File: src/alt_pin_params.svh
`ifndef ALT_PIN_PARAMS_SVH
`define ALT_PIN_PARAMS_SVH

// Register byte addresses on the APB slave.
`define ALT_SEL0_ADDR 12'h000
`define ALT_SEL1_ADDR 12'h004

// Field positions as bit numbers of the 8-bit registers.
`define POS_SERIAL_RX 7
`define POS_SPI_OUT 6
`define POS_SPI_SELECT 5
`define POS_PWM_TWO_B 4
`define POS_CAPCOMP_TWO 3
`define POS_PWM_ONE_D 2
`define POS_PWM_ONE_C 1
`define POS_CAPCOMP_ONE 0
`define POS_SERIAL_TX 0

// Reset values and implemented-bit masks.
`define ALT_SEL0_RESET 8'h00
`define ALT_SEL1_RESET 8'h00
`define ALT_SEL1_MASK 8'h01

`endif

File: src/alt_pin_pkg.sv
`default_nettype none

package alt_pin_pkg;

  // One entry per routed line, in the order of the line vector ports.
  typedef enum logic [3:0] {
    line_b0 = 4'h0,
    line_b1 = 4'h1,
    line_b2 = 4'h2,
    line_b3 = 4'h3,
    line_b5 = 4'h4,
    line_b6 = 4'h5,
    line_b7 = 4'h6,
    line_a5 = 4'h7,
    line_a6 = 4'h8,
    line_a7 = 4'h9
  } line_index_t;

  typedef logic [7:0] sel_byte_t;

endpackage

`default_nettype wire

File: src/alt_pin_out_mux.sv
`timescale 1ns/1ps
`default_nettype none

// One peripheral output steered to one of two lines; the line not chosen gets nothing.
module alt_pin_out_mux (
  input wire logic i_choice,
  input wire logic i_data,
  input wire logic i_enable,
  output logic o_use_first,
  output logic o_use_second,
  output logic o_data
);

  assign o_use_first = i_enable & ~i_choice;
  assign o_use_second = i_enable & i_choice;
  assign o_data = i_data;

endmodule // alt_pin_out_mux

`default_nettype wire

File: src/alt_pin_select.sv
// Contract
// - Serial receive input taken from port B line 1 if bit 7 clear, else line 2.
// - SPI data out drives port B line 2 if bit 6 clear, else port A line 6.
// - SPI select input taken from port B line 5 if bit 5 clear, else A5.
// - PWM two B drives port B line 7 if bit 4 clear, else port A line 6.
// - Capture/compare two on port B line 6 if bit 3 clear, else port A line 7.
// - PWM one D drives port B line 7 if bit 2 clear, else port A line 6.
// - PWM one C drives port B line 6 if bit 1 clear, else port A line 7.
// - Capture/compare one on port B line 3 if bit 0 clear, else port B line 0.
// - Serial transmit/clock on port B line 2 if second register bit 0 clear, else B5.
// - Second register bits 7 to 1 ignore writes and read as zero.
// - All selection bits clear on every reset and are software readable and writable.
//
// Local design decisions: the address map and the APB register port.
`timescale 1ns/1ps
`default_nettype none
`include "alt_pin_params.svh"

module alt_pin_select
  import alt_pin_pkg::*;
#(
  parameter int NUM_LINES = 10
) (
  input wire logic i_clk,
  input wire logic i_rst,
  input wire logic i_psel,
  input wire logic i_penable,
  input wire logic i_pwrite,
  input wire logic [11:0] i_paddr,
  input wire logic [31:0] i_pwdata,
  output logic [31:0] o_prdata,
  output logic o_pready,
  output logic o_pslverr,
  // Peripheral side: outputs from peripherals, with their drive enables.
  input wire logic i_spi_one_data_out,
  input wire logic i_spi_one_data_out_en,
  input wire logic i_pwm_two_output_b,
  input wire logic i_pwm_two_output_b_en,
  input wire logic i_capcomp_two_signal,
  input wire logic i_capcomp_two_signal_en,
  input wire logic i_pwm_one_output_d,
  input wire logic i_pwm_one_output_d_en,
  input wire logic i_pwm_one_output_c,
  input wire logic i_pwm_one_output_c_en,
  input wire logic i_capcomp_one_signal,
  input wire logic i_capcomp_one_signal_en,
  input wire logic i_serial_transmit_clock,
  input wire logic i_serial_transmit_clock_en,
  // Peripheral side: inputs delivered to peripherals.
  output logic o_serial_receive_data,
  output logic o_spi_one_select_in,
  output logic o_capcomp_two_signal,
  output logic o_capcomp_one_signal,
  output logic o_serial_transmit_clock,
  // Port side, indexed by line_index_t.
  input wire logic [NUM_LINES-1:0] i_line_in,
  input wire logic [NUM_LINES-1:0] i_port_out,
  input wire logic [NUM_LINES-1:0] i_port_oe_n,
  output logic [NUM_LINES-1:0] o_line_out,
  output logic [NUM_LINES-1:0] o_line_oe_n,
  output logic [NUM_LINES-1:0] o_line_claimed
);

  // The line map and the claim order below are written for exactly ten lines.
  if (NUM_LINES != 10) begin : g_bad_lines
    $error("alt_pin_select serves exactly ten routed lines");
  end

  // Reset images held at register width so a single bit can be picked out of them.
  localparam sel_byte_t SEL0_RESET = `ALT_SEL0_RESET;
  localparam sel_byte_t SEL1_RESET = `ALT_SEL1_RESET;

  // Stored selections; the second register keeps only its one implemented bit.
  sel_byte_t alt_pin_select_0_reg;
  logic alt_pin_select_1_reg;
  logic [31:0] prdata_next;
  logic rd_setup;
  logic wr_en;
  logic sel0_hit;
  logic sel1_hit;
  logic any_hit;

  // Only the two word addresses decode; any other offset is refused with an error.
  assign sel0_hit = (i_paddr == `ALT_SEL0_ADDR);
  assign sel1_hit = (i_paddr == `ALT_SEL1_ADDR);
  assign any_hit = sel0_hit | sel1_hit;
  assign wr_en = i_psel & i_penable & i_pwrite;
  assign rd_setup = i_psel & ~i_penable & ~i_pwrite;

  // Zero wait states; unmapped addresses read zero and flag an error.
  assign o_pready = 1'b1;
  assign o_pslverr = i_psel & i_penable & ~any_hit;

  // A write lands at the edge that closes its access phase, and the pins follow at that same edge.
  always_ff @(posedge i_clk) begin
    if (i_rst) begin
      alt_pin_select_0_reg <= SEL0_RESET;
    end else if (wr_en && sel0_hit) begin
      alt_pin_select_0_reg <= i_pwdata[7:0];
    end
  end

  // The other written bits of the second register are simply dropped here.
  always_ff @(posedge i_clk) begin
    if (i_rst) begin
      alt_pin_select_1_reg <= SEL1_RESET[`POS_SERIAL_TX];
    end else if (wr_en && sel1_hit) begin
      alt_pin_select_1_reg <= i_pwdata[`POS_SERIAL_TX];
    end
  end

  // Read word chosen from the address; unimplemented bits stay tied low.
  always_comb begin
    prdata_next = 32'h0000_0000;
    if (sel0_hit) begin
      prdata_next[7:0] = alt_pin_select_0_reg;
    end else if (sel1_hit) begin
      prdata_next[`POS_SERIAL_TX] = alt_pin_select_1_reg;
    end
  end

  // Read data registered during the setup phase so it stands still for the access phase.
  always_ff @(posedge i_clk) begin
    if (i_rst) begin
      o_prdata <= 32'h0000_0000;
    end else if (rd_setup) begin
      o_prdata <= prdata_next;
    end
  end

  // Each choice bit taken by name so the routing below reads like the selection table.
  logic serial_rx_pin_choice;
  logic spi_out_pin_choice;
  logic spi_select_pin_choice;
  logic pwm_two_b_pin_choice;
  logic capcomp_two_pin_choice;
  logic pwm_one_d_pin_choice;
  logic pwm_one_c_pin_choice;
  logic capcomp_one_pin_choice;
  logic serial_tx_pin_choice;
  assign serial_rx_pin_choice = alt_pin_select_0_reg[`POS_SERIAL_RX];
  assign spi_out_pin_choice = alt_pin_select_0_reg[`POS_SPI_OUT];
  assign spi_select_pin_choice = alt_pin_select_0_reg[`POS_SPI_SELECT];
  assign pwm_two_b_pin_choice = alt_pin_select_0_reg[`POS_PWM_TWO_B];
  assign capcomp_two_pin_choice = alt_pin_select_0_reg[`POS_CAPCOMP_TWO];
  assign pwm_one_d_pin_choice = alt_pin_select_0_reg[`POS_PWM_ONE_D];
  assign pwm_one_c_pin_choice = alt_pin_select_0_reg[`POS_PWM_ONE_C];
  assign capcomp_one_pin_choice = alt_pin_select_0_reg[`POS_CAPCOMP_ONE];
  assign serial_tx_pin_choice = alt_pin_select_1_reg;

  // Output functions: claim pairs for each of the seven driven functions.
  localparam int NF = 7;
  logic [NF-1:0] f_choice;
  logic [NF-1:0] f_data;
  logic [NF-1:0] f_en;
  logic [NF-1:0] f_first;
  logic [NF-1:0] f_second;
  logic [NF-1:0] f_val;

  assign f_choice = {serial_tx_pin_choice, capcomp_one_pin_choice, pwm_one_c_pin_choice,
                     pwm_one_d_pin_choice, capcomp_two_pin_choice, pwm_two_b_pin_choice,
                     spi_out_pin_choice};
  assign f_data = {i_serial_transmit_clock, i_capcomp_one_signal, i_pwm_one_output_c,
                   i_pwm_one_output_d, i_capcomp_two_signal, i_pwm_two_output_b,
                   i_spi_one_data_out};
  assign f_en = {i_serial_transmit_clock_en, i_capcomp_one_signal_en, i_pwm_one_output_c_en,
                 i_pwm_one_output_d_en, i_capcomp_two_signal_en, i_pwm_two_output_b_en,
                 i_spi_one_data_out_en};

  for (genvar g = 0; g < NF; g++) begin : g_out
    alt_pin_out_mux u_mux (
      .i_choice(f_choice[g]),
      .i_data(f_data[g]),
      .i_enable(f_en[g]),
      .o_use_first(f_first[g]),
      .o_use_second(f_second[g]),
      .o_data(f_val[g])
    );
  end

  // Line drive: a line claimed by a function carries it; else the port drives it.
  always_comb begin
    o_line_out = i_port_out;
    o_line_oe_n = i_port_oe_n;
    o_line_claimed = '0;
    // Lower-priority claims first so the more specific ones overwrite on a clash.
    if (f_first[0]) begin
      o_line_out[line_b2] = f_val[0];
      o_line_oe_n[line_b2] = 1'b0;
      o_line_claimed[line_b2] = 1'b1;
    end
    if (f_second[0]) begin
      o_line_out[line_a6] = f_val[0];
      o_line_oe_n[line_a6] = 1'b0;
      o_line_claimed[line_a6] = 1'b1;
    end
    if (f_first[1]) begin
      o_line_out[line_b7] = f_val[1];
      o_line_oe_n[line_b7] = 1'b0;
      o_line_claimed[line_b7] = 1'b1;
    end
    if (f_second[1]) begin
      o_line_out[line_a6] = f_val[1];
      o_line_oe_n[line_a6] = 1'b0;
      o_line_claimed[line_a6] = 1'b1;
    end
    if (f_first[2]) begin
      o_line_out[line_b6] = f_val[2];
      o_line_oe_n[line_b6] = 1'b0;
      o_line_claimed[line_b6] = 1'b1;
    end
    if (f_second[2]) begin
      o_line_out[line_a7] = f_val[2];
      o_line_oe_n[line_a7] = 1'b0;
      o_line_claimed[line_a7] = 1'b1;
    end
    if (f_first[3]) begin
      o_line_out[line_b7] = f_val[3];
      o_line_oe_n[line_b7] = 1'b0;
      o_line_claimed[line_b7] = 1'b1;
    end
    if (f_second[3]) begin
      o_line_out[line_a6] = f_val[3];
      o_line_oe_n[line_a6] = 1'b0;
      o_line_claimed[line_a6] = 1'b1;
    end
    if (f_first[4]) begin
      o_line_out[line_b6] = f_val[4];
      o_line_oe_n[line_b6] = 1'b0;
      o_line_claimed[line_b6] = 1'b1;
    end
    if (f_second[4]) begin
      o_line_out[line_a7] = f_val[4];
      o_line_oe_n[line_a7] = 1'b0;
      o_line_claimed[line_a7] = 1'b1;
    end
    if (f_first[5]) begin
      o_line_out[line_b3] = f_val[5];
      o_line_oe_n[line_b3] = 1'b0;
      o_line_claimed[line_b3] = 1'b1;
    end
    if (f_second[5]) begin
      o_line_out[line_b0] = f_val[5];
      o_line_oe_n[line_b0] = 1'b0;
      o_line_claimed[line_b0] = 1'b1;
    end
    if (f_first[6]) begin
      o_line_out[line_b2] = f_val[6];
      o_line_oe_n[line_b2] = 1'b0;
      o_line_claimed[line_b2] = 1'b1;
    end
    if (f_second[6]) begin
      o_line_out[line_b5] = f_val[6];
      o_line_oe_n[line_b5] = 1'b0;
      o_line_claimed[line_b5] = 1'b1;
    end
  end

  // Inputs to peripherals come from the chosen line only; the other is never looked at.
  // The serial clock path serves synchronous slave mode, where the clock comes in.
  always_comb begin
    if (serial_rx_pin_choice) begin
      o_serial_receive_data = i_line_in[line_b2];
    end else begin
      o_serial_receive_data = i_line_in[line_b1];
    end
  end

  always_comb begin
    if (spi_select_pin_choice) begin
      o_spi_one_select_in = i_line_in[line_a5];
    end else begin
      o_spi_one_select_in = i_line_in[line_b5];
    end
  end

  always_comb begin
    if (capcomp_two_pin_choice) begin
      o_capcomp_two_signal = i_line_in[line_a7];
    end else begin
      o_capcomp_two_signal = i_line_in[line_b6];
    end
  end

  always_comb begin
    if (capcomp_one_pin_choice) begin
      o_capcomp_one_signal = i_line_in[line_b0];
    end else begin
      o_capcomp_one_signal = i_line_in[line_b3];
    end
  end

  always_comb begin
    if (serial_tx_pin_choice) begin
      o_serial_transmit_clock = i_line_in[line_b5];
    end else begin
      o_serial_transmit_clock = i_line_in[line_b2];
    end
  end

endmodule // alt_pin_select

`default_nettype wire

File: config.mk
export PLATFORM = sky130hd
export DESIGN_NAME = alt_pin_select
export DESIGN_NICKNAME = d
export VERILOG_FILES = /design/src/alt_pin_pkg.sv /design/src/alt_pin_out_mux.sv /design/src/alt_pin_select.sv
export VERILOG_INCLUDE_DIRS = /design/src /design/src/src
export SDC_FILE = /design/constraint.sdc
export NUM_CORES = 1
export LEC_CHECK = 0
export BUFFER_PORTS_ARGS = -buffer_cell sky130_fd_sc_hd__clkbuf_2
export CORE_ASPECT_RATIO = 1.4
export CORE_MARGIN = 10
export CORE_UTILIZATION = 36
export CTS_CLUSTER_SIZE = 14
export DETAILED_ROUTE_END_ITERATION = 8
export PLACE_DENSITY_LB_ADDON = 0.12
export RECOVER_POWER = 50
export SLEW_MARGIN = 30
export SYNTH_ARGS = -nofsm -noshare
export SYNTH_HDL_FRONTEND = slang
export SYNTH_SLANG_ARGS = --single-unit
File: constraint.sdc
create_clock -name i_clk -period 3.15 [get_ports i_clk]
set_input_delay 0.63 -clock i_clk [delete_from_list [all_inputs] [get_ports i_clk]]
set_output_delay 0.63 -clock i_clk [all_outputs]
set_load 0.02 [all_outputs]
======== Word-level counts from Yosys, hierarchy flattened ========
Index checks and enable logic that the tools add are counted.
W data, S select, Z words.
storage, ports and cells
  register bits ........................... 17
  input bits .............................. 93
  output and inout bits ................... 69
  logic and storage cells ................. 87
cells by class
  equality and inequality tests ........... 1
  muxes and demuxes ....................... 50
  bitwise logic cells ..................... 30
  reductions and logical operators ........ 3
operators with widths
  kind                   number
  $mux W1                49
  $and A1 B1 Y1          19
  $eq A12 B3 Y1 const B  1
  $logic_not A12 Y1      1
  $not A1 Y1             10
  $mux W7                1
  $logic_and A1 B1 Y1    2
  $or A1 B1 Y1           1

======== Logic depth before layout (Yosys ltp) ========
Gate-level depths: netlist of run 1.
  depth in word-level cells ............... 4
  gate-level depth with buffers ........... 4
  mapped depth without buffers ............ 3

======== Cells and area by module ========
A second synthesis of run 1 with hierarchy kept.
unflattened totals
  cells, all modules ...................... 169
  area total of the unflattened synthesis .. 1519.0 um^2
by module, submodules not included
  module           times used  cells an instance  area each (um^2)  sequential area each (um^2)
  alt_pin_select   1           148                1352.5            340.3
  alt_pin_out_mux  7           3                  23.8              0.0

======== Least setup slack after synthesis of run 1 ========
Ideal clock, no wire load.
  path type ............................... input-to-output
  from .................................... input port i_paddr[11]
  to ...................................... output port o_pslverr
  arrival ................................. 1.687 ns
  data required time ...................... 2.520 ns
  setup slack ............................. 0.833 ns
  stages on the path ...................... 3
  buffers on the path ..................... 1
  path through ............................ or4_4 > buf_6 > o311a_1
on the way
  longest elaborated chain between the ends .. 4
  elaborated cells between the ends (all ways) .. 5
  those cells by class .................... eq/ne: 1; bitwise: 3; reduce/logical: 1
RTL lines
  item                                                                        RTL line              RTL
  start, declared                                                             alt_pin_select.sv:29  input wire logic [11:0] i_paddr,
  $eq A12 B3 Y1 (no source line) / $logic_not A12 Y1 (equally long branches)  -
  $or A1 B1 Y1 *                                                              alt_pin_select.sv:86  assign any_hit = sel0_hit | sel1_hit;
  $not A1 Y1 *                                                                alt_pin_select.sv:92  assign o_pslverr = i_psel & i_penable & ~any_hit;
  $and A1 B1 Y1 *                                                             alt_pin_select.sv:92
  end, declared                                                               alt_pin_select.sv:33  output logic o_pslverr,
Mark *: on every way between the ends. The rest lies on a longest branch, timed or not.

======== Worst setup path in the final report of run 1 ========
  from .................................... input port i_paddr[7]
  to ...................................... output port o_pslverr
Same word-level chain as after synthesis.

==> results by group, run 1 <==
Run status
  • Status: finished clean

CTS
  • Clk buf depth: 2
  • CTS Buf Count: 3
  • H-tree levels: 1
  • Worst skew pair latency: 250 ps
  • CTS tree: done
  • CTS Hold Bufs: 0
  • CTS Sinks: 17
  • Clk pin slew, worst setup/hold paths: 70 ps
  • Root Buffer: clkbuf_8
  • Post-CTS setup buffer count: 0
  • Post-cts resize count: 0

Setup path
  • R2R setup slack: ~1900 ps
  • CP Cell Sequence: clkbuf_2 > or4_1 > o311a_1 > clkbuf_2
  • Worst Path Arrival: 1850 ps
  • Worst Path Buf+Inv: 2
  • Crit path kind: input port to output pin
  • Delay-heaviest family, CP: simple AND/OR/NAND/NOR gates
  • R2R depth: 3
  • Crit-path slowest cell: or4_1
  • R2r endpoint: o_prdata[0]$_SDFFE_PP0P_
  • R2r startpoint: alt_pin_select_1_reg$_SDFFE_PP0P_
  • Crit end category: output pin
  • Largest fanout on the critical path: 5
  • Critical path's largest stage delay: 650 ps
  • Worst Path Required: 2520 ps
  • Critical path launch point type: input port
  • Most common cell on crit path: clkbuf_2

Drt
  • Antenna-violating nets left: 0
  • Avg WL per Cell: 14.05 microns
  • # DRC: 0
  • Final wirelength: 4146 microns
  • DRT iter0 DRCs: 48
  • Vias/cell: 4.481
  • TritonRoute pass-1 iters: 4
  • Vias post-DR: 1322

Pwr
  • Max IR drop VDD: 0.2206 mV
  • Leakage Power: 0.8745 nW
  • Clock group share of total power: 30.6%
  • Switch share: around 32%
  • Seq pwr share: 40.6%
  • Pwr Total: 0.0005312 W
  • Psw: about 0.00017 W
  • Combinational power share: 28.7%
  • PwrDens: 301.5 nW/um^2
  • Internal power: between 0.0003 and 0.0004 W

STA
  • Worst slew margin: around half
  • Final setup skew: roughly 1.8 ps
  • Fin crit period: 2476 ps
  • Setup violators final: 0
  • Max Fclk: between 400 and 500 MHz
  • Final-report hold violation count: 0
  • Final Slew Violations: 0
  • Slew @ Worst Pin: approximately 760 ps
  • Part of the cycle the worst path needs: around four fifths
  • Final Worst Setup Slack: 673.8 ps
  • RSZ-0062 raised after global routing: no
  • Final TNS setup: 0 ps
  • Hold Slack: 481.0 ps

Hold path
  • Hold path endpoint: o_prdata[4]$_SDFFE_PP0P_
  • WHS Path Cells: 1
  • Worst Hold Class: flop to flop
  • Hold path startpoint: o_prdata[4]$_SDFFE_PP0P_

Placement
  • Cells after DPL: 291
  • Final HPWL DP: 3706 microns
  • Place WS: approximately 670 ps
  • Routability cong.: 0.7082
  • Port bufs: 100

Synthesis
  • Register area share after synthesis: 24.70%
  • Instance count of the mapped netlist: 162
  • Syn avg cell area: between 8 and 9 sq um
  • FF+latch count, synth: 17
  • Xor and xnor fraction of the mapped netlist area: 0%
  • EDFF count, synth: 0
  • Distinct cells, synth: 32
  • Simple-Gate Fraction of Synth Area: 28.43%
  • Async set or reset register ratio after synthesis: 0%
  • Main synth FF type: dfxtp_1
  • Synthesized area: 1378 sq um
  • YS warnings: 0
  • Synth Area in Adders: 0%
  • Synth Area in Compound Gates: between 8 and 9%
  • Mux contribution to synthesized area: 16.71%
  • Largest family of logic cells by synthesized area: simple AND/OR/NAND/NOR gates

Cells and area
  • Final nets: between 300 and 400
  • FF+latch area: 340.3 sq um
  • Multi-input logic area: 840.8 sq um
  • N_diodes: 0
  • Area Overhead vs Synth: 27.88%
  • Layout cell share with drive strength beyond 1: 36.36%
  • Fin cells: 295
  • Layout fillers: 421

Floorplanning
  • Starting Density: 37.47%
  • Die X: 72.28 microns
  • Rows: 26
  • Core box area: around 3700 sq um
  • I/O pins: 162
  • Die area: between 6000 and 7000 sq um
  • Die height: between 90 and 100 microns

GRT
  • Largest net degree at the start of global routing: 21
  • Vias in the first global route: 1451
  • Total grt overflow: 0
  • First-pass GRT wire length: 6389 microns
  • GRT Total Usage: 11.30%
  • Initial antenna violation count: 0

Job
  • Max Cap Viol: 0
## layer usage
metal / part of all wire, % / track usage (%) / up-vias
met1: 33 / 9.559 / 580
met5: 0 / 0 / -
li1: - / - / 679
met4: 1.1 / 2.751 / 0
met2: 56 / 22.00 / 59
met3: 10 / 5.926 / 4
## cells by family (layout without fill, tap and decap cells)
family	count (synthesis)	after routing
and+or+nand+nor	64	64
buffers and inverters	41	107
muxes	22	22
DFF	17	17
AOI/OAI and AO/OA	16	16
other	2	27
## worst register-to-register path, cell delays in order, from the launching register on
cell	delay, ps
dfxtp_1	420
mux2i_1	100
or4_1	400
a211oi_1	230
## worst max-delay path by stage
stage | startpoint | endpoint | slack [ps] | cells past startpoint
after floorplan | i_paddr[11] | o_pslverr | 830 | 3
after global placement | i_paddr[7] | o_pslverr | 670 | 4
after detailed placement | i_paddr[7] | o_pslverr | 670 | 4
final | i_paddr[7] | o_pslverr | 670 | 4
after CTS | i_paddr[7] | o_pslverr | 670 | 4
after global routing | i_paddr[7] | o_pslverr | 600 | 4
## per-stage QoR
| step | utilization [%] | instance area, sq um |
|---|---|---|
| after floorplan | - | 1471 |
| after global placement | 47.48 | 1745 |
| after global routing | 47.92 | 1762 |
| final | 47.92 | 1762 |
| after CTS | 48.74 | 1792 |
| after detailed placement | 47.48 | 1745 |
## power groups by stage
| stage | sequential, W | combinational [W] | clock [W] |
|---|---|---|---|
| after global routing | 0.000216 | 0.000168 | 0.000178 |
| final | 0.000216 | 0.000153 | 0.000163 |
| after detailed placement | 0.000221 | 0.000156 | 0 |
| after CTS | 0.000216 | 0.000156 | 0.000168 |
| after floorplan | 0.000221 | 0.000124 | 0 |
| after global placement | 0.000221 | 0.000154 | 0 |
## cell usage after synthesis, types with 2 or more instances
cell       n  share of area [%]
a21oi_1    3                1.1
a22o_1     7                4.5
and2_1     3                1.4
and3_1     4                1.8
buf_4     34                 19
clkbuf_1   2               0.55
conb_1     2               0.55
dfxtp_1   17                 25
inv_1      3               0.82
mux2_2     8                6.5
mux2i_1   14                 10
nand2_1    9                2.5
nand2b_1  22                 10
nand3_1    3                1.1
nor2_1     7                1.9
nor2b_1    4                1.8
o21ai_0    3                1.1
or4_1      3                1.6
## area by class of cell
type | count | share of cell area [%]
Multi-Input combinational cell | 129 | 47.73
Sequential cell | 17 | 19.32
Clock buffer | 3 | 2.344
Timing Repair Buffer | 100 | 26.70
Inverter | 3 | 0.6392
Tap cell | 42 | 2.983
Clock inverter | 1 | 0.2841
## placed cells by master (no fill, tap or decap), drive strengths merged
cell type and n:
a22o 7, or3 1, o21ai 3, o311a 1
mux2 8, or4 4, dfxtp 17, nand2b 22
nand3 3, nand2 9, mux2i 14, nor2b 4
a221oi 1, nor4 3, nor2 7, conb 27
clkbuf 103, inv 3, nand4 1, or4b 1
and3 4, a211oi 1, nor3b 1, or2 1
a21oi 3, clkinv 1, and2 3
Note: power is estimated with default switching activity, not from simulation.
==> run 2: changes to the inputs <==
- ABC_AREA: default -> 1
- CORE_UTILIZATION: 36 -> 31
- clock period: 3.15 -> 2.2 ns (I/O delays scaled with it)
==> results by group, run 2 <==
Setup path
  • Critical path launch point type: input port
  • Crit end category: flop
  • R2r endpoint: alt_pin_select_0_reg[3]$_SDFFE_PP0P_
  • Largest fanout on the critical path: 16 (+11)
  • Worst Path Arrival: 1820 ps (-30 ps)
  • R2R setup slack: 1390 ps (-530 ps)
  • R2R depth: 4 (+1)
  • R2r startpoint: alt_pin_select_0_reg[3]$_SDFFE_PP0P_
  • Crit path from: i_paddr[0]
  • Crit path kind: input port to flop
  • Worst Path Required: 2340 ps (-180 ps)

Synthesis
  • Main synth FF type: dfxtp_1
  • Post-synth top area cell: dfxtp_1
  • Syn avg cell area: 6.000 sq um (-29%)
  • Instance count of the mapped netlist: 235 (+45%)
  • Register area share after synthesis: 24.13% (-0.57 points)
  • Area contributors post-synth: dfxtp_1 (24%), buf_4 (19%), nand2_1 (15%)
  • Most frequent cell after synthesis: nand2_1
  • Synth top cells by count: nand2_1 (55), nor2_1 (36), buf_4 (35)
  • EDFF count, synth: 0 (unchanged)
  • Distinct cells, synth: 21 (-34%)
  • FF+latch count, synth: 17 (unchanged)
  • Yosys top cell area share: 24.13% (-0.57 points)
  • Synthesized area: 1410 sq um (+2.4%)
  • YS warnings: 0 (unchanged)
  • Async set or reset register ratio after synthesis: 0% (unchanged)

Hold path
  • Worst Hold Class: input port to flop
  • Hold path endpoint: alt_pin_select_0_reg[5]$_SDFFE_PP0P_
  • WHS Path Cells: 3 (+2)
  • Hold path startpoint: i_pwdata[5]

Pwr
  • Seq pwr share: 40.8% (+0.2 points)
  • Combinational power share: 30.4% (+1.7 points)
  • Max IR drop VDD: 0.1798 mV (-19%)
  • Psw: 0.0002556 W (+49%)
  • Pwr Total: 0.0007795 W (+47%)
  • Switch share: 32.78% (+0.59 points)
  • Internal power: 0.0005240 W (+45%)
  • Leakage Power: 1.122 nW (+28%)
  • PwrDens: 427.3 nW/um^2 (+42%)
  • Clock group share of total power: 28.8% (-1.8 points)

Cells and area
  • Area Overhead vs Synth: 29.37%
  • Layout cell share with drive strength beyond 1: 30.79% (-5.6 points)
  • Layout fillers: 536 (+27%)
  • Most frequent cells in the layout: clkbuf_2 (92), nand2_1 (55), nor2_1 (37), inv_1 (32), conb_1 (27)
  • Final nets: 422 (+22%)
  • Fin cells: 390 (+32%)
  • Post-route design area: 1824 sq um (+3.6%)
  • Most common cell after layout, fill and taps aside: clkbuf_2
  • N_diodes: 0 (unchanged)

Floorplanning
  • Die height: 99.80 microns (+7.1%)
  • Core box area: 4463 sq um (+21%)
  • Rows: 29 (+12%)
  • Starting Density: 31.60% (-5.9 points)
  • I/O pins: 162 (unchanged)
  • Die X: 77 microns (+6.5%)
  • Die area: 7685 sq um (+14%)

Drt
  • TritonRoute pass-1 iters: 4 (unchanged)
  • # DRC: 0 (unchanged)
  • Antenna-violating nets left: 0 (unchanged)
  • Final wirelength: 4587 microns (+11%)
  • Vias/cell: 3.979 (-11%)
  • Vias post-DR: 1552 (+17%)
  • DRT iter0 DRCs: 33 (-31%)
  • Avg WL per Cell: 11.76 microns (-16%)

STA
  • Final Slew Violations: 0 (unchanged)
  • Final Worst Setup Slack: 515.2 ps (-158.6 ps)
  • Final setup skew: 0.6177 ps (-1.202 ps)
  • Setup violators final: 0 (unchanged)
  • Part of the cycle the worst path needs: 76.58%
  • Worst slew margin: 55.10% (+5.9 points)
  • Final TNS setup: 0 ps (unchanged)
  • Max Fclk: between 500 and 600 MHz
  • RSZ-0062 raised after global routing: no
  • Fin crit period: 1685 ps
  • Final-report hold violation count: 0 (unchanged)
  • Slew @ Worst Pin: 671.6 ps (-85.24 ps)

CTS
  • CTS Buf Count: 3 (unchanged)
  • Clk pin slew, worst setup/hold paths: 60 ps (about the same)
  • Post-CTS setup buffer count: 0 (unchanged)
  • H-tree levels: 1 (unchanged)
  • Worst skew pair latency: 240 ps (about the same)
  • CTS Hold Bufs: 0 (unchanged)
  • Post-cts resize count: 0 (unchanged)
  • Clk buf depth: 2 (unchanged)
  • CTS Sinks: 17 (unchanged)
  • CTS tree: done
  • Root Buffer: clkbuf_8

Placement
  • Routability cong.: 0.7639 (+7.9%)
  • Final HPWL DP: 3984 microns (+7.5%)
  • Place WS: 583.0 ps (-85.76 ps)
  • Port bufs: 100 (unchanged)
  • Cells after DPL: 386 (+33%)
  • DP Area: 1813 sq um (+3.9%)

GRT
  • First-pass GRT wire length: 7217 microns (+13%)
  • Largest net degree at the start of global routing: 17 (-19%)
  • Vias in the first global route: 1658 (+14%)
  • GRT Total Usage: 11.13% (-0.17 points)
  • Total grt overflow: 0 (unchanged)
  • Initial antenna violation count: 0 (unchanged)

Run status
  • Status: finished clean

Job
  • Max Cap Viol: 0 (unchanged)
## run 2: cell types whose count changed after synthesis, sizes merged, moves of 4 or more
cell	delta
nor2	+31
nor2b	-4
a22o	-7
o21ai	+14
nand2	+48
nand3	+13
and3	-4
mux2	-8
a21oi	+8
mux2i	-14
or4	-4
nand2b	-22
inv	+30
## run 2: power by group through the flow
stage	Sequential, W	Combinational, W	Clock (W)
6_report	0.000318	0.000237	0.000224
5_1_grt	0.000318	0.000263	0.000247
4_1_cts	0.000318	0.000242	0.000236
3_5_place_dp	0.000325	0.000240	0
3_3_place_gp	0.000324	0.000239	0
2_1_floorplan	0.000333	0.000178	0
## run 2: area by class of cell
type	instances	area, sq um	share of cell area, %
timing repair buffer	102	501.7	27.50
multi-input combinational	172	735.7	40.33
sequential	17	340.3	18.66
clock buffer	4	45.04	2.469
tap	62	77.57	4.252
inverter	33	123.9	6.790
## run 2: per-stage QoR
stage | hold slack (ps) | utilization (%)
finish | 414.0 | 40.87
global route | 420.6 | 40.87
CTS | 412.4 | 41.63
detailed placement | 500.3 | 40.62
global placement | 495.5 | 40.62
floorplan | 468.3 | -
## run 2: critical path: stages
cell      delay (ps)
clkbuf_2          80
inv_1             60
nand3_1          130
nor2_4           240
nand3_1          540
nor2_1           270
nor2_1            70
## run 2: kinds of logic (layout without fill, tap and decap cells)
kind of cell	Yosys count	count (layout)	synth area share [%]
and+or+nand+nor	112	112	34.16
buffers and inverters	71	139	28.93
AOI/OAI and AO/OA	33	33	12.25
DFF	17	17	24.14
other	2	27	0.5326
## run 2: routing by layer
| layer | up-vias | routed length (microns) | track usage, % |
|---|---|---|---|
| li1 | 848 | - | - |
| met1 | 639 | 1656 | 9.640 |
| met2 | 61 | 2467 | 22.58 |
| met3 | 4 | 418 | 4.562 |
| met4 | 0 | 44 | 3.099 |
| met5 | - | 0 | 0 |
## run 2: worst max-delay path by stage
stage | endpoint | slack, ps | depth (start not counted)
finish | alt_pin_select_0_reg[1]$_SDFFE_PP0P_ | 520 | 7
CTS | o_line_out[5] | 500 | 5
floorplan | o_pslverr | 640 | 5
detailed placement | o_pslverr | 580 | 6
global route | alt_pin_select_0_reg[3]$_SDFFE_PP0P_ | 330 | 8
global placement | o_pslverr | 580 | 6
==> run 3: changes to the inputs <==
- CORE_UTILIZATION: 31 -> 34
- clock period: 2.2 -> 1.6 ns (I/O delays scaled with it)
==> results by group, run 3 (same netlist as run 2, synthesis figures left out) <==
Run status
  • Status: finished clean

STA
  • Max Fclk: between 600 and 700 MHz
  • Final TNS setup: 0 ps (unchanged)
  • Final-report hold violation count: 0 (unchanged)
  • RSZ-0062 raised after global routing: no
  • Setup violators final: 0 (unchanged)
  • Part of the cycle the worst path needs: between 90% and 100%
  • Final setup skew: 4.841 ps (+4.224 ps)
  • Final Slew Violations: 0 (unchanged)
  • Fin crit period: 1467 ps

Drt
  • Vias/cell: 4.273 (+7.4%)
  • # DRC: 0 (unchanged)
  • Avg WL per Cell: 12.02 microns (+2.2%)
  • Antenna-violating nets left: 0 (unchanged)
  • TritonRoute pass-1 iters: 4 (unchanged)
  • Vias post-DR: 1594 (+2.7%)
  • Final wirelength: 4483 microns (-2.3%)
  • DRT iter0 DRCs: 47 (+42%)

Cells and area
  • Post-route design area: 1836 sq um (+0.62%)
  • N_diodes: 0 (unchanged)
  • Fin cells: 373 (-4.4%)
  • Most frequent cells in the layout: clkbuf_2 (89), nand2_1 (55), nor2_1 (36), inv_1 (32), conb_1 (27)
  • Final nets: 424 (+0.47%)
  • Layout cell share with drive strength beyond 1: 33.33% (+2.5 points)
  • FF+latch area: 346.6 sq um (+1.8%)
  • Multi-input logic area: 748.2 sq um (+1.7%)
  • Area Overhead vs Synth: 30.17%
  • Most common cell after layout, fill and taps aside: clkbuf_2
  • Layout fillers: 464 (-13%)

Floorplanning
  • Starting Density: 35.37% (+3.8 points)
  • Die area: 7160 sq um (-6.8%)
  • Die X: 74.43 microns (-3.3%)
  • Core box area: 3986 sq um (-11%)
  • I/O pins: 162 (unchanged)
  • Die height: 96.20 microns (-3.6%)
  • Rows: 27 (-6.9%)

CTS
  • Clk pin slew, worst setup/hold paths: 70 ps (about the same)
  • H-tree levels: 1 (unchanged)
  • CTS Sinks: 17 (unchanged)
  • Root Buffer: clkbuf_8
  • Clk buf depth: 2 (unchanged)
  • CTS Buf Count: 3 (unchanged)
  • Post-CTS setup buffer count: 0 (unchanged)
  • CTS tree: done
  • Worst skew pair latency: 250 ps (about the same)

GRT
  • Total grt overflow: 0 (unchanged)
  • Largest net degree at the start of global routing: 17 (unchanged)
  • First-pass GRT wire length: 6803 microns (-5.7%)
  • Initial antenna violation count: 0 (unchanged)
  • Vias in the first global route: 1544 (-6.9%)
  • GRT Total Usage: 11.82% (+0.68 points)

Pwr
  • Max IR drop VDD: 0.4953 mV (+180%)
  • PwrDens: 593.2 nW/um^2 (+39%)
  • Leakage Power: 1.134 nW (+1.0%)

Placement
  • DP Area: 1804 sq um (-0.48%)
  • Cells after DPL: 369 (-4.4%)
  • Final HPWL DP: 3942 microns (-1.1%)
  • Port bufs: 100 (unchanged)
  • Routability cong.: 0.8133 (+6.5%)

Setup path
  • Critical path's largest stage delay: 370 ps (-170 ps)
  • Crit-path slowest cell: dfxtp_2
  • Largest fanout on the critical path: 5 (-11)
  • Worst Path Required: 1280 ps (-1060 ps)
  • CP Cell Sequence: inv_1 > nand2_1 > o21ai_1 > o22ai_1 > clkbuf_2
  • Critical path launch point type: flop
  • R2R depth: 4 (unchanged)
  • Worst Path Arrival: 1150 ps (-670 ps)
  • Crit end category: output pin
  • Crit path kind: flop to output pin

Hold path
  • Worst Hold Class: input port to flop
  • WHS Path Cells: 3 (unchanged)

Job
  • Max Cap Viol: 0 (unchanged)
run 3: cell count changes in the layout (fill, tap and decap cells not counted), sizes merged:
cell    previous run  this run
buf                1         5
clkbuf           105       103
run 3: metrics by stage:
stage          hold WS (ps)  setup WS (ps)  power (W)  utilization, %
3_5_place_dp          499.5          165.5  0.0007776           45.26
4_1_cts               286.0          30.41   0.001100           46.39
3_3_place_gp          498.7          179.4  0.0007756           45.26
2_1_floorplan         454.9          263.2  0.0007033               -
5_1_grt               283.0          2.823   0.001166           46.05
6_report              289.0          132.6   0.001089           46.05
run 3: repair_timing:
item,in CTS,in global routing
endpoints found under the hold margin,0,0
endpoints found under the setup margin,0,6
hold buffers,0,0
resized for setup,0,11
run 3: per-layer routing:
layer  GRT usage [%]  vias up  wire, microns
li1                -      856              -
met2           23.72       73           2315
met4           1.741        0              4
met5               0        -              0
met3           5.458        2            562
met1           10.45      663           1601
run 3: worst max-delay path: cells and delay by family, from the launching register on:
| family | cells | cell delay (ps) |
|---|---|---|
| compound gates | 2 | 160 |
| flops | 1 | 370 |
| simple gates | 1 | 80 |
| buf+inv | 2 | 280 |
run 3: layout make-up:
| cell class | count | area share [%] |
|---|---|---|
| inverters | 33 | 6.748 |
| well taps | 43 | 2.931 |
| flip-flops and latches | 17 | 18.88 |
| multi-input cells | 172 | 40.76 |
| repair buffers | 104 | 28.22 |
| clock buffers | 4 | 2.454 |
run 3: worst paths after layout:
kind | start | endpoint | slack [ps]
min reg2reg | alt_pin_select_0_reg[1]$_SDFFE_PP0P_ | o_prdata[1]$_SDFFE_PP0P_ | 490
max reg2reg | alt_pin_select_0_reg[3]$_SDFFE_PP0P_ | alt_pin_select_0_reg[3]$_SDFFE_PP0P_ | 860
min | i_pwdata[7] | alt_pin_select_0_reg[7]$_SDFFE_PP0P_ | 290
max | alt_pin_select_0_reg[3]$_SDFFE_PP0P_ | o_line_out[5] | 130
run 3: power breakdown:
part / total, W / internal, W / switching (W)
clock: 0.000321 / 0.000177 / 0.000145
sequential: 0.000437 / 0.000433 / 0.00000443
combinational: 0.000330 / 0.000115 / 0.000216
